`src/include/mii_tx_map.svh`:
```
// register-free constants for the mii transmit client port
// assumes inclusion by bare name from the package file; the rtl files do not include it themselves
`ifndef MII_TX_MAP_SVH
`define MII_TX_MAP_SVH
`define LANE_BYTES 8
`define DATA_W 64
`define CTRL_W 8
`define BYTE_W 8
`define CH_START 8'hfb
`define CH_TERM 8'hfd
`define CH_IDLE 8'h07
`define CH_ERROR 8'hfe
`define CH_PREAMBLE 8'h55
`define CH_SFD 8'hd5
`define MARKER_CYCLES 3'h4
`define MARKER_CNT_W 3
`define LINE_IDX_W 6
`define PCS_LATENCY_MAX 4'ha
`endif

```
`src/include/mii_tx_pkg.sv`:
```
// types shared by the transmit client port and its serialiser
// assumes mii_tx_map.svh on the include path
`include "mii_tx_map.svh"
package mii_tx_pkg;
  typedef struct packed {
    logic [`CTRL_W-1:0] ctrl;
    logic [`DATA_W-1:0] data;
  } mii_word_type;
  typedef enum logic [1:0] {
    idle_st,
    run_st,
    marker_st
  } tx_state_type;
endpackage

```
`src/rtl/mii_line_shift.sv`:
```
// serialiser: one mii word out on the line, bit 0 of byte 0 first
// assumes the caller loads only when busy is low
`timescale 1ns/1ps
module mii_line_shift
  import mii_tx_pkg::*;
(
  input wire logic clk,
  input wire logic nrst,
  input wire logic ce,
  input wire logic load,
  input wire mii_word_type word,
  output logic busy,
  output logic line_bit,
  output logic line_ctrl
);
  logic [`DATA_W-1:0] shreg;
  logic [`CTRL_W-1:0] creg;
  logic [`LINE_IDX_W-1:0] idx;

  always_ff @(posedge clk) begin
    if (!nrst) begin
      shreg <= '0;
      creg <= '0;
      idx <= '0;
      busy <= 1'b0;
    end else if (ce) begin
      if (load) begin
        shreg <= word.data;
        creg <= word.ctrl;
        idx <= '0;
        busy <= 1'b1;
      end else if (busy) begin
        // lsb first: lowest byte, then bit 0 of each byte
        shreg <= {1'b0, shreg[`DATA_W-1:1]};
        idx <= idx + 6'h01;
        if (idx[2:0] == 3'h7) begin
          creg <= {1'b0, creg[`CTRL_W-1:1]};
        end
        if (idx == 6'h3f) begin
          busy <= 1'b0;
        end
      end
    end
  end

  always_ff @(posedge clk) begin
    if (!nrst) begin
      line_bit <= 1'b0;
      line_ctrl <= 1'b0;
    end else if (ce) begin
      line_bit <= busy & shreg[0];
      line_ctrl <= busy & creg[0];
    end
  end
endmodule

```
`src/rtl/mii_tx_pcs_client_port.sv`:
```
// transmit-side mii client port of a pcs-only channel, 10g/25g width
// assumes the source keeps its own handshake, freeze and marker rules
`timescale 1ns/1ps
// Summary of operation
// - all port signals on tx clock
// - one control flag per data byte
// - flag one is control, zero is data
// - start, terminate, idle, error are control; an idle byte with its flag clear raises no protocol_error
// - lowest byte lane leaves first
// - bit zero of word leaves first
// - ready high only when pcs accepts
// - packet starts may sit anywhere
module mii_tx_pcs_client_port
  import mii_tx_pkg::*;
(
  input wire logic tx_channel_clock,
  input wire logic nrst,
  input wire logic ce,
  input wire logic pcs_able,
  input wire mii_word_type tx_word,
  input wire logic tx_valid,
  input wire logic marker_gap_request,
  output logic tx_ready,
  output logic line_bit,
  output logic line_ctrl,
  output logic protocol_error,
  output logic marker_seen
);
  tx_state_type state;
  mii_word_type held;
  logic shift_busy;
  logic load;
  logic [`MARKER_CNT_W-1:0] marker_cnt;
  logic valid_q;
  logic marker_q;
  logic take;

  function automatic logic is_ctrl_char(input logic [`BYTE_W-1:0] b);
    is_ctrl_char = (b == `CH_START) || (b == `CH_TERM) || (b == `CH_IDLE) || (b == `CH_ERROR);
  endfunction

  // a word is taken on any valid non-marker cycle, at any lane alignment
  assign take = tx_valid && !marker_gap_request;
  assign load = take && !shift_busy;

  // ready only when the pcs is able and the serialiser has room
  always_ff @(posedge tx_channel_clock) begin
    if (!nrst) begin
      tx_ready <= 1'b0;
    end else if (ce) begin
      tx_ready <= pcs_able && !shift_busy;
    end
  end

  always_ff @(posedge tx_channel_clock) begin
    if (!nrst) begin
      state <= idle_st;
    end else if (ce) begin
      case (state)
        idle_st: begin
          if (tx_valid) begin
            state <= run_st;
          end
        end
        run_st: begin
          if (tx_valid && marker_gap_request) begin
            state <= marker_st;
          end else if (!tx_valid) begin
            state <= idle_st;
          end
        end
        marker_st: begin
          if (tx_valid && !marker_gap_request) begin
            state <= run_st;
          end
        end
        default: begin
          state <= idle_st;
        end
      endcase
    end
  end

  // marker length counted in valid cycles only
  always_ff @(posedge tx_channel_clock) begin
    if (!nrst) begin
      marker_cnt <= '0;
      marker_seen <= 1'b0;
    end else if (ce) begin
      marker_seen <= 1'b0;
      if (tx_valid && marker_gap_request) begin
        marker_cnt <= marker_cnt + 3'h1;
      end else if (tx_valid) begin
        marker_seen <= marker_cnt == `MARKER_CYCLES;
        marker_cnt <= '0;
      end
    end
  end

  always_ff @(posedge tx_channel_clock) begin
    if (!nrst) begin
      held <= '0;
      valid_q <= 1'b0;
      marker_q <= 1'b0;
    end else if (ce) begin
      valid_q <= tx_valid;
      marker_q <= marker_gap_request;
      if (take) begin
        held <= tx_word;
      end
    end
  end

  // flags a non-idle control byte whose flag is clear, or a lane change right after a valid marker cycle
  always_ff @(posedge tx_channel_clock) begin
    if (!nrst) begin
      protocol_error <= 1'b0;
    end else if (ce) begin
      protocol_error <= 1'b0;
      for (int k = 0; k < `LANE_BYTES; k++) begin
        if (take && !tx_word.ctrl[k] && is_ctrl_char(tx_word.data[k*`BYTE_W +: `BYTE_W])
            && (tx_word.data[k*`BYTE_W +: `BYTE_W] != `CH_IDLE)) begin
          protocol_error <= 1'b1;
        end
      end
      if ((!valid_q || marker_q) && tx_word != held && valid_q) begin
        protocol_error <= 1'b1;
      end
    end
  end

  mii_line_shift u_shift (
    .clk(tx_channel_clock),
    .nrst(nrst),
    .ce(ce),
    .load(load),
    .word(tx_word),
    .busy(shift_busy),
    .line_bit(line_bit),
    .line_ctrl(line_ctrl)
  );
endmodule

```
`config.mk`:
```
export PLATFORM = sky130hd
export DESIGN_NAME = mii_tx_pcs_client_port
export DESIGN_NICKNAME = d
export VERILOG_FILES = /design/src/include/mii_tx_pkg.sv /design/src/rtl/mii_line_shift.sv /design/src/rtl/mii_tx_pcs_client_port.sv
export VERILOG_INCLUDE_DIRS = /design/src /design/src/include
export SDC_FILE = /design/constraint.sdc
export NUM_CORES = 1
export LEC_CHECK = 0
export BUFFER_PORTS_ARGS = -buffer_cell sky130_fd_sc_hd__buf_2
export CAP_MARGIN = 0
export CORE_MARGIN = 5
export CORE_UTILIZATION = 47
export CTS_CLUSTER_SIZE = 28
export DETAILED_ROUTE_END_ITERATION = 12
export HOLD_SLACK_MARGIN = 0.1
export PLACE_DENSITY_LB_ADDON = 0.15
export SYNTH_ARGS = -nofsm -noshare
export SYNTH_HDL_FRONTEND = slang
export SYNTH_SLANG_ARGS = --single-unit
```
`constraint.sdc`:
```
create_clock -name tx_channel_clock -period 1.77 [get_ports tx_channel_clock]
set_input_delay 0.177 -clock tx_channel_clock [delete_from_list [all_inputs] [get_ports tx_channel_clock]]
set_output_delay 0.177 -clock tx_channel_clock [all_outputs]
set_load 0.03 [all_outputs]
```
* Word-level counts from Yosys, hierarchy flattened
Index checks and enable logic that the tools add are counted.
Word-level totals: bits in registers 161, bits in latches 0, RAM bits 0, bits in read-only memories 0, memories kept 0
Cells by class: add/sub/neg operators 2, multipliers 0, div/mod/pow operators 0, magnitude comparators 0, eq/ne operators 44, shift-type cells 0, muxes and demuxes 23, bitwise logic cells 2, reduce and logical (&&, ||, !) cells 73
Operator list (number):
- $eq A8 B8 Y1 const B | 24
- $mux W64 | 2
- $ne A72 B72 Y1 | 1
- $eq A8 B3 Y1 const B | 8
- $ne A8 B3 Y1 const B | 8
- $logic_and A1 B1 Y1 | 30
- $logic_or A1 B1 Y1 | 25
- $mux W8 | 3
- $mux W1 | 14
- $mux W6 | 2
- $logic_not A1 Y1 | 11
- $add A6 B1 Y6 const B | 1
- $eq A3 B3 Y1 const B | 2
- $eq A6 B6 Y1 const B | 1
- $mux W3 | 2
- $reduce_and A2 Y1 | 3
- $reduce_bool A2 Y1 | 3
- $add A3 B1 Y3 const B | 1
- $reduce_and A3 Y1 | 1
- $and A1 B1 Y1 | 2

* Depth between registers and ports, before layout
depth after elaboration 15, depth in mapped cells 7, gate-level depth less buffers 6

* Hierarchy
From an unflattened synthesis, not the netlist that was laid out.
Unflattened totals: cell total of the unflattened synthesis 866, area total of the unflattened synthesis 7882.6 sq um
Modules (own cells, without submodules):
- mii_tx_pcs_client_port | instances 1, cells an instance 499, area each 4142.7 sq um
- mii_line_shift | instances 1, cells an instance 367, area each 3739.8 sq um

* Worst setup path before layout
Ideal clock, no wire load.
path type reg-to-reg, start point reg u_shift.idx[0], end point reg u_shift.creg[6], arrival 1.259 ns, required time 1.654 ns, setup slack 0.395 ns, stages on the path, launching flop included 8, period minus slack after synthesis 1.375 ns, path through dfxtp_1 ha_1 ha_1 inv_1 a21oi_4 buf_4 nand3_1 o211a_1
On the way: word-level cells in the longest chain between the ends 3
Ends and longest elaborated chain:
- from (decl) | line mii_line_shift.sv:18 | logic [`LINE_IDX_W-1:0] idx;
- from (signal assigned) | line mii_line_shift.sv:35 | idx <= idx + 6'h01;
- $eq A3 B3 Y1 | line mii_line_shift.sv:36 | if (idx[2:0] == 3'h7) begin
- $reduce_bool A2 Y1 (no source line)
- $reduce_and A3 Y1 (no source line)
- to (signal assigned) | line mii_line_shift.sv:29 | creg <= word.ctrl;
- to (signal assigned) | line mii_line_shift.sv:37 | creg <= {1'b0, creg[`CTRL_W-1:1]};
- to (decl) | line mii_line_shift.sv:17 | logic [`CTRL_W-1:0] creg;
Every way passes these cells. A chain may end at the register's enable or synchronous reset.

* Worst setup path after layout
start point in tx_word[25] (netlist name), end point reg protocol_error
On the way: word-level cells in the longest chain between the ends 12, elaborated cells between the ends (all ways) 19, classes of those cells eq/ne: 6; mux: 6; reduce/logical: 7
Ends and longest elaborated chain:
- from (decl) | line mii_tx_pcs_client_port.sv:20 | input wire mii_word_type tx_word,
- $eq A8 B8 Y1 (no source line)
- $logic_or A1 B1 Y1 (3 in a row) | line mii_tx_pcs_client_port.sv:39 | is_ctrl_char = (b == `CH_START) || (b == `CH_TERM) || (b == `CH_IDLE) || (b == `CH_ERROR);
- $logic_and A1 B1 Y1 (2 in a row) | line mii_tx_pcs_client_port.sv:121 | if (take && !tx_word.ctrl[k] && is_ctrl_char(tx_word.data[k*`BYTE_W +: `BYTE_W])
- $mux W1 (5 in a row) | line mii_tx_pcs_client_port.sv:121
- $mux W1 * | line mii_tx_pcs_client_port.sv:126 | if ((!valid_q || marker_q) && tx_word != held && valid_q) begin
- to (signal assigned) | line mii_tx_pcs_client_port.sv:119 | protocol_error <= 1'b0;
- to (signal assigned) | line mii_tx_pcs_client_port.sv:123 | protocol_error <= 1'b1;
- to (signal assigned) | line mii_tx_pcs_client_port.sv:127 | protocol_error <= 1'b1;
- to (decl) | line mii_tx_pcs_client_port.sv:26 | output logic protocol_error,
Every way passes the cells marked *; elsewhere a longest branch is shown, timed or not.

==> flow_summary_export.csv <==
group,metric,value,unit
status,status,"completed",
timing,final-setup-viol-count,0,
place,dp_cells,1218,
die,dieHeight,140,µm
worst_setup_path,cp_max_fo,5,
timing,worst_hold_slack,0.148,ns
power_and_ir_drop,leakage,4.35,nW
final_layout,finalNetCount,1164,
timing,rsz0062_at_grt,"true",
place,port_buffers,82,
die,dieArea,19600,µm²
die,die_w,140,µm
die,initial_core_util,0.480,
timing,tightest_slew,0.513,ns
clock_network,clock_tree.buffer_depth,2,
die,boundaryPins,83,
drt,routedWlPerCell,16.7,µm
final_layout,final_cells,1313,
worst_setup_path,cp-start-kind,"input port",
run,drv_cap,0,
final_layout,antenna_cells,0,
place,hpwlAfterDp,14.9,mm
worst_setup_path,cp.required,2.07,ns
final_layout,area_growth,26.1,%
logic_synthesis,yosys.cell_types.count,47,
power_and_ir_drop,power.density,873,nW/µm²
drt,drt_iter0_markers,566,
drt,antenna_left,0,
power_and_ir_drop,ir_drop,0.728,mV
clock_network,ctsHtreeMaxLevel,4,
global_route,antenna_found_initial,1,
drt,dr.pass1.iters,4,
drt,drc,0,
clock_network,cts.clk_slew.worst_paths,0.06,ns
logic_synthesis,yosysWarningCount,0,
clock_network,cts_buffers,17,
final_layout,finish.utilization,0.605,
die,rows,47,
die,design.core.area,16600,µm²
power_and_ir_drop,p_total,8.77,mW
worst_setup_path,crit_arrival,2.05,ns
logic_synthesis,synth_edf_count,0,
clock_network,cts_tree,"yes",
hold_path,hp-start,"ce",
worst_setup_path,cpPeakStageDelay,0.54,ns
global_route,grt_pass1_wl,35.3,mm
timing,final_max_slew_viol_count,0,
worst_setup_path,crit_type,"in -> reg",
worst_setup_path,slowest_stage,"dlygate4sd3_1",
timing,slew_headroom,0.653,
place,place_ws,-0.0139,ns
drt,drt-total-wl,21.9,mm
global_route,overflow,0,
logic_synthesis,seq_area_frac_synth,0.405,
final_layout,final_layout_size_suffix_gt1_frac,0.160,
timing,finalCritPeriodShare,0.985,
worst_setup_path,r2r_start,"held[56]$_SDFFE_PN0P_",
global_route,grtUsageTotal,0.222,
timing,fin_worst_skew,0.00881,ns
place,place_congestion,0.844,
drt,vias_per_cell,5.51,
global_route,grt_pass1_vias,6724,
logic_synthesis,syn_inst,950,
logic_synthesis,synth_ff_type,"dfxtp_1",
hold_path,hold_class,"in -> reg",
timing,min_period,1.74,ns
logic_synthesis,synth_seq_cells,161,
logic_synthesis,syn_nets,1032,
drt,vias,7230,
clock_network,clock_sinks,161,
clock_network,insertion_delay,0.43,ns
worst_setup_path,critPathLaunch,"tx_word[25]",
global_route,grt_max_degree,52,
logic_synthesis,synth_area_per_cell,8.38,µm²
logic_synthesis,mappedNetlistArea,7960,µm²
timing,setup_slack,0.0269,ns
timing,max_freq,0.574,GHz
logic_synthesis,async_reset_ff_frac,0,
worst_setup_path,path_cells,"dlygate4sd3_1 > buf_2 > xor2_1 > a21oi_1 > nor4b_1 > buf_4 > o41ai_2 > a41o_1 > o31ai_1",
worst_setup_path,worstSetupEndpointType,"register",
clock_network,cts_root_buf,"clkbuf_16",
timing,final-hold-violation-count,0,
final_layout,fillers,1489,
path summary, 6_finish.rpt:
kind,slack (ns),cells past startpoint,to
hold reg to reg,0.47,2,held[41]$_SDFFE_PN0P_
hold / removal,0.15,3,marker_seen$_SDFFE_PN0P_
setup / recovery,0.03,9,protocol_error$_SDFFE_PN0P_
setup reg to reg,0.19,6,protocol_error$_SDFFE_PN0P_
flip-flops by register name, summed over array words and instances, names as in the netlist, 3 cells and up:
register / cells
u_shift.idx: 6
marker_cnt: 3
u_shift.creg: 8
u_shift.shreg: 64
held: 72
final cells by class:
type	count	area, µm²	share of cell area
Timing Repair Buffer	187	1490	0.149
Tap cell	220	275	0.0274
Clock buffer	23	458	0.0456
Clock inverter	7	110	0.0110
Multi-Input combinational cell	710	4460	0.444
Inverter	5	18.8	0.00187
Sequential cell	161	3220	0.321
synth_stat cells, types with 5 or more instances:
cell type  instances  area [µm²]
a21boi_1           7        52.6
dfxtp_1          161        3220
buf_2             28         140
and3b_1            5        43.8
buf_6              7        78.8
nor4_1             9        56.3
o211a_1           70         701
a21oi_1            8        40.0
nand3_1           75         375
nand4_1           27         169
a21boi_0          73         548
inv_1              5        18.8
nor4b_1            5        43.8
nor2_1             5        18.8
nand2_1          224         841
clkbuf_1          35         131
nor2b_1            7        43.8
o21ai_0           74         370
nand2b_1           7        43.8
xnor2_1           56         490
xor2_1            27         236
cells by family (layout without fill, tap and decap cells):
family          count (synthesis)  count (layout)  synth area share
buf+inv                        79             222            0.0492
mux                             1               1           0.00126
flops                         161             161             0.405
xor+xnor                       83              83            0.0913
fa+ha+maj                       4               4           0.00629
simple gates                  377             377             0.217
compound gates                245             245             0.230
per-layer routing:
layer,GRT usage,wire (µm),vias to the layer above
met5,0,7,-
met4,0.0790,447,2
met3,0.0474,1050,36
met2,0.350,10200,163
met1,0.300,10200,3451
li1,-,-,3578
cells in the final DEF (no fill, tap or decap), types with 3 or more instances in the layout:
master / instances
xnor2_1: 51
nand3_1: 75
dlygate4sd3_1: 63
ha_1: 4
and3b_1: 5
nor2_1: 5
xor2_1: 27
inv_1: 5
dfxtp_1: 160
clkbuf_16: 17
xnor2_2: 5
nand2b_1: 6
a21boi_1: 7
a21oi_1: 8
nand4_1: 27
buf_2: 81
o21ai_0: 74
nor4_1: 4
buf_4: 31
clkbuf_1: 5
a21boi_0: 73
clkinv_2: 4
buf_12: 10
nor2b_1: 7
nand2_1: 224
nor4_2: 5
nor4b_2: 3
bufinv_16: 3
o211a_1: 70
critical path, delay by kind of cell:
| family | cells | cell delay [ns] |
|---|---|---|
| buffers and inverters | 3 | 0.84 |
| XOR/XNOR | 1 | 0.16 |
| AO/OA/AOI/OAI | 4 | 0.79 |
| AND/OR/NAND/NOR | 1 | 0.09 |
per-stage QoR:
stage	setup TNS, ns	cell area (µm²)
after floorplan	0	7960
after global placement	0	8700
after detailed placement	-0.0139	8700
after CTS	0	9910
after global routing	-0.0423	10000
final	0	10000
where the power goes:
| group | switching, mW | internal [mW] | total (mW) |
|---|---|---|---|
| Clock | 1.42 | 2.23 | 3.65 |
| Sequential | 0.0937 | 3.80 | 3.89 |
| Combinational | 0.663 | 0.563 | 1.23 |
repair_timing:
item,4_1_cts,5_1_grt
setup buffers,0,2
gates cloned,0,0
hold buffers,63,0
endpoints found under the hold margin,65,0
endpoints found under the setup margin,1,22
pin swaps,0,6
resized for setup,2,16
Power figures use the tool's default switching activity.
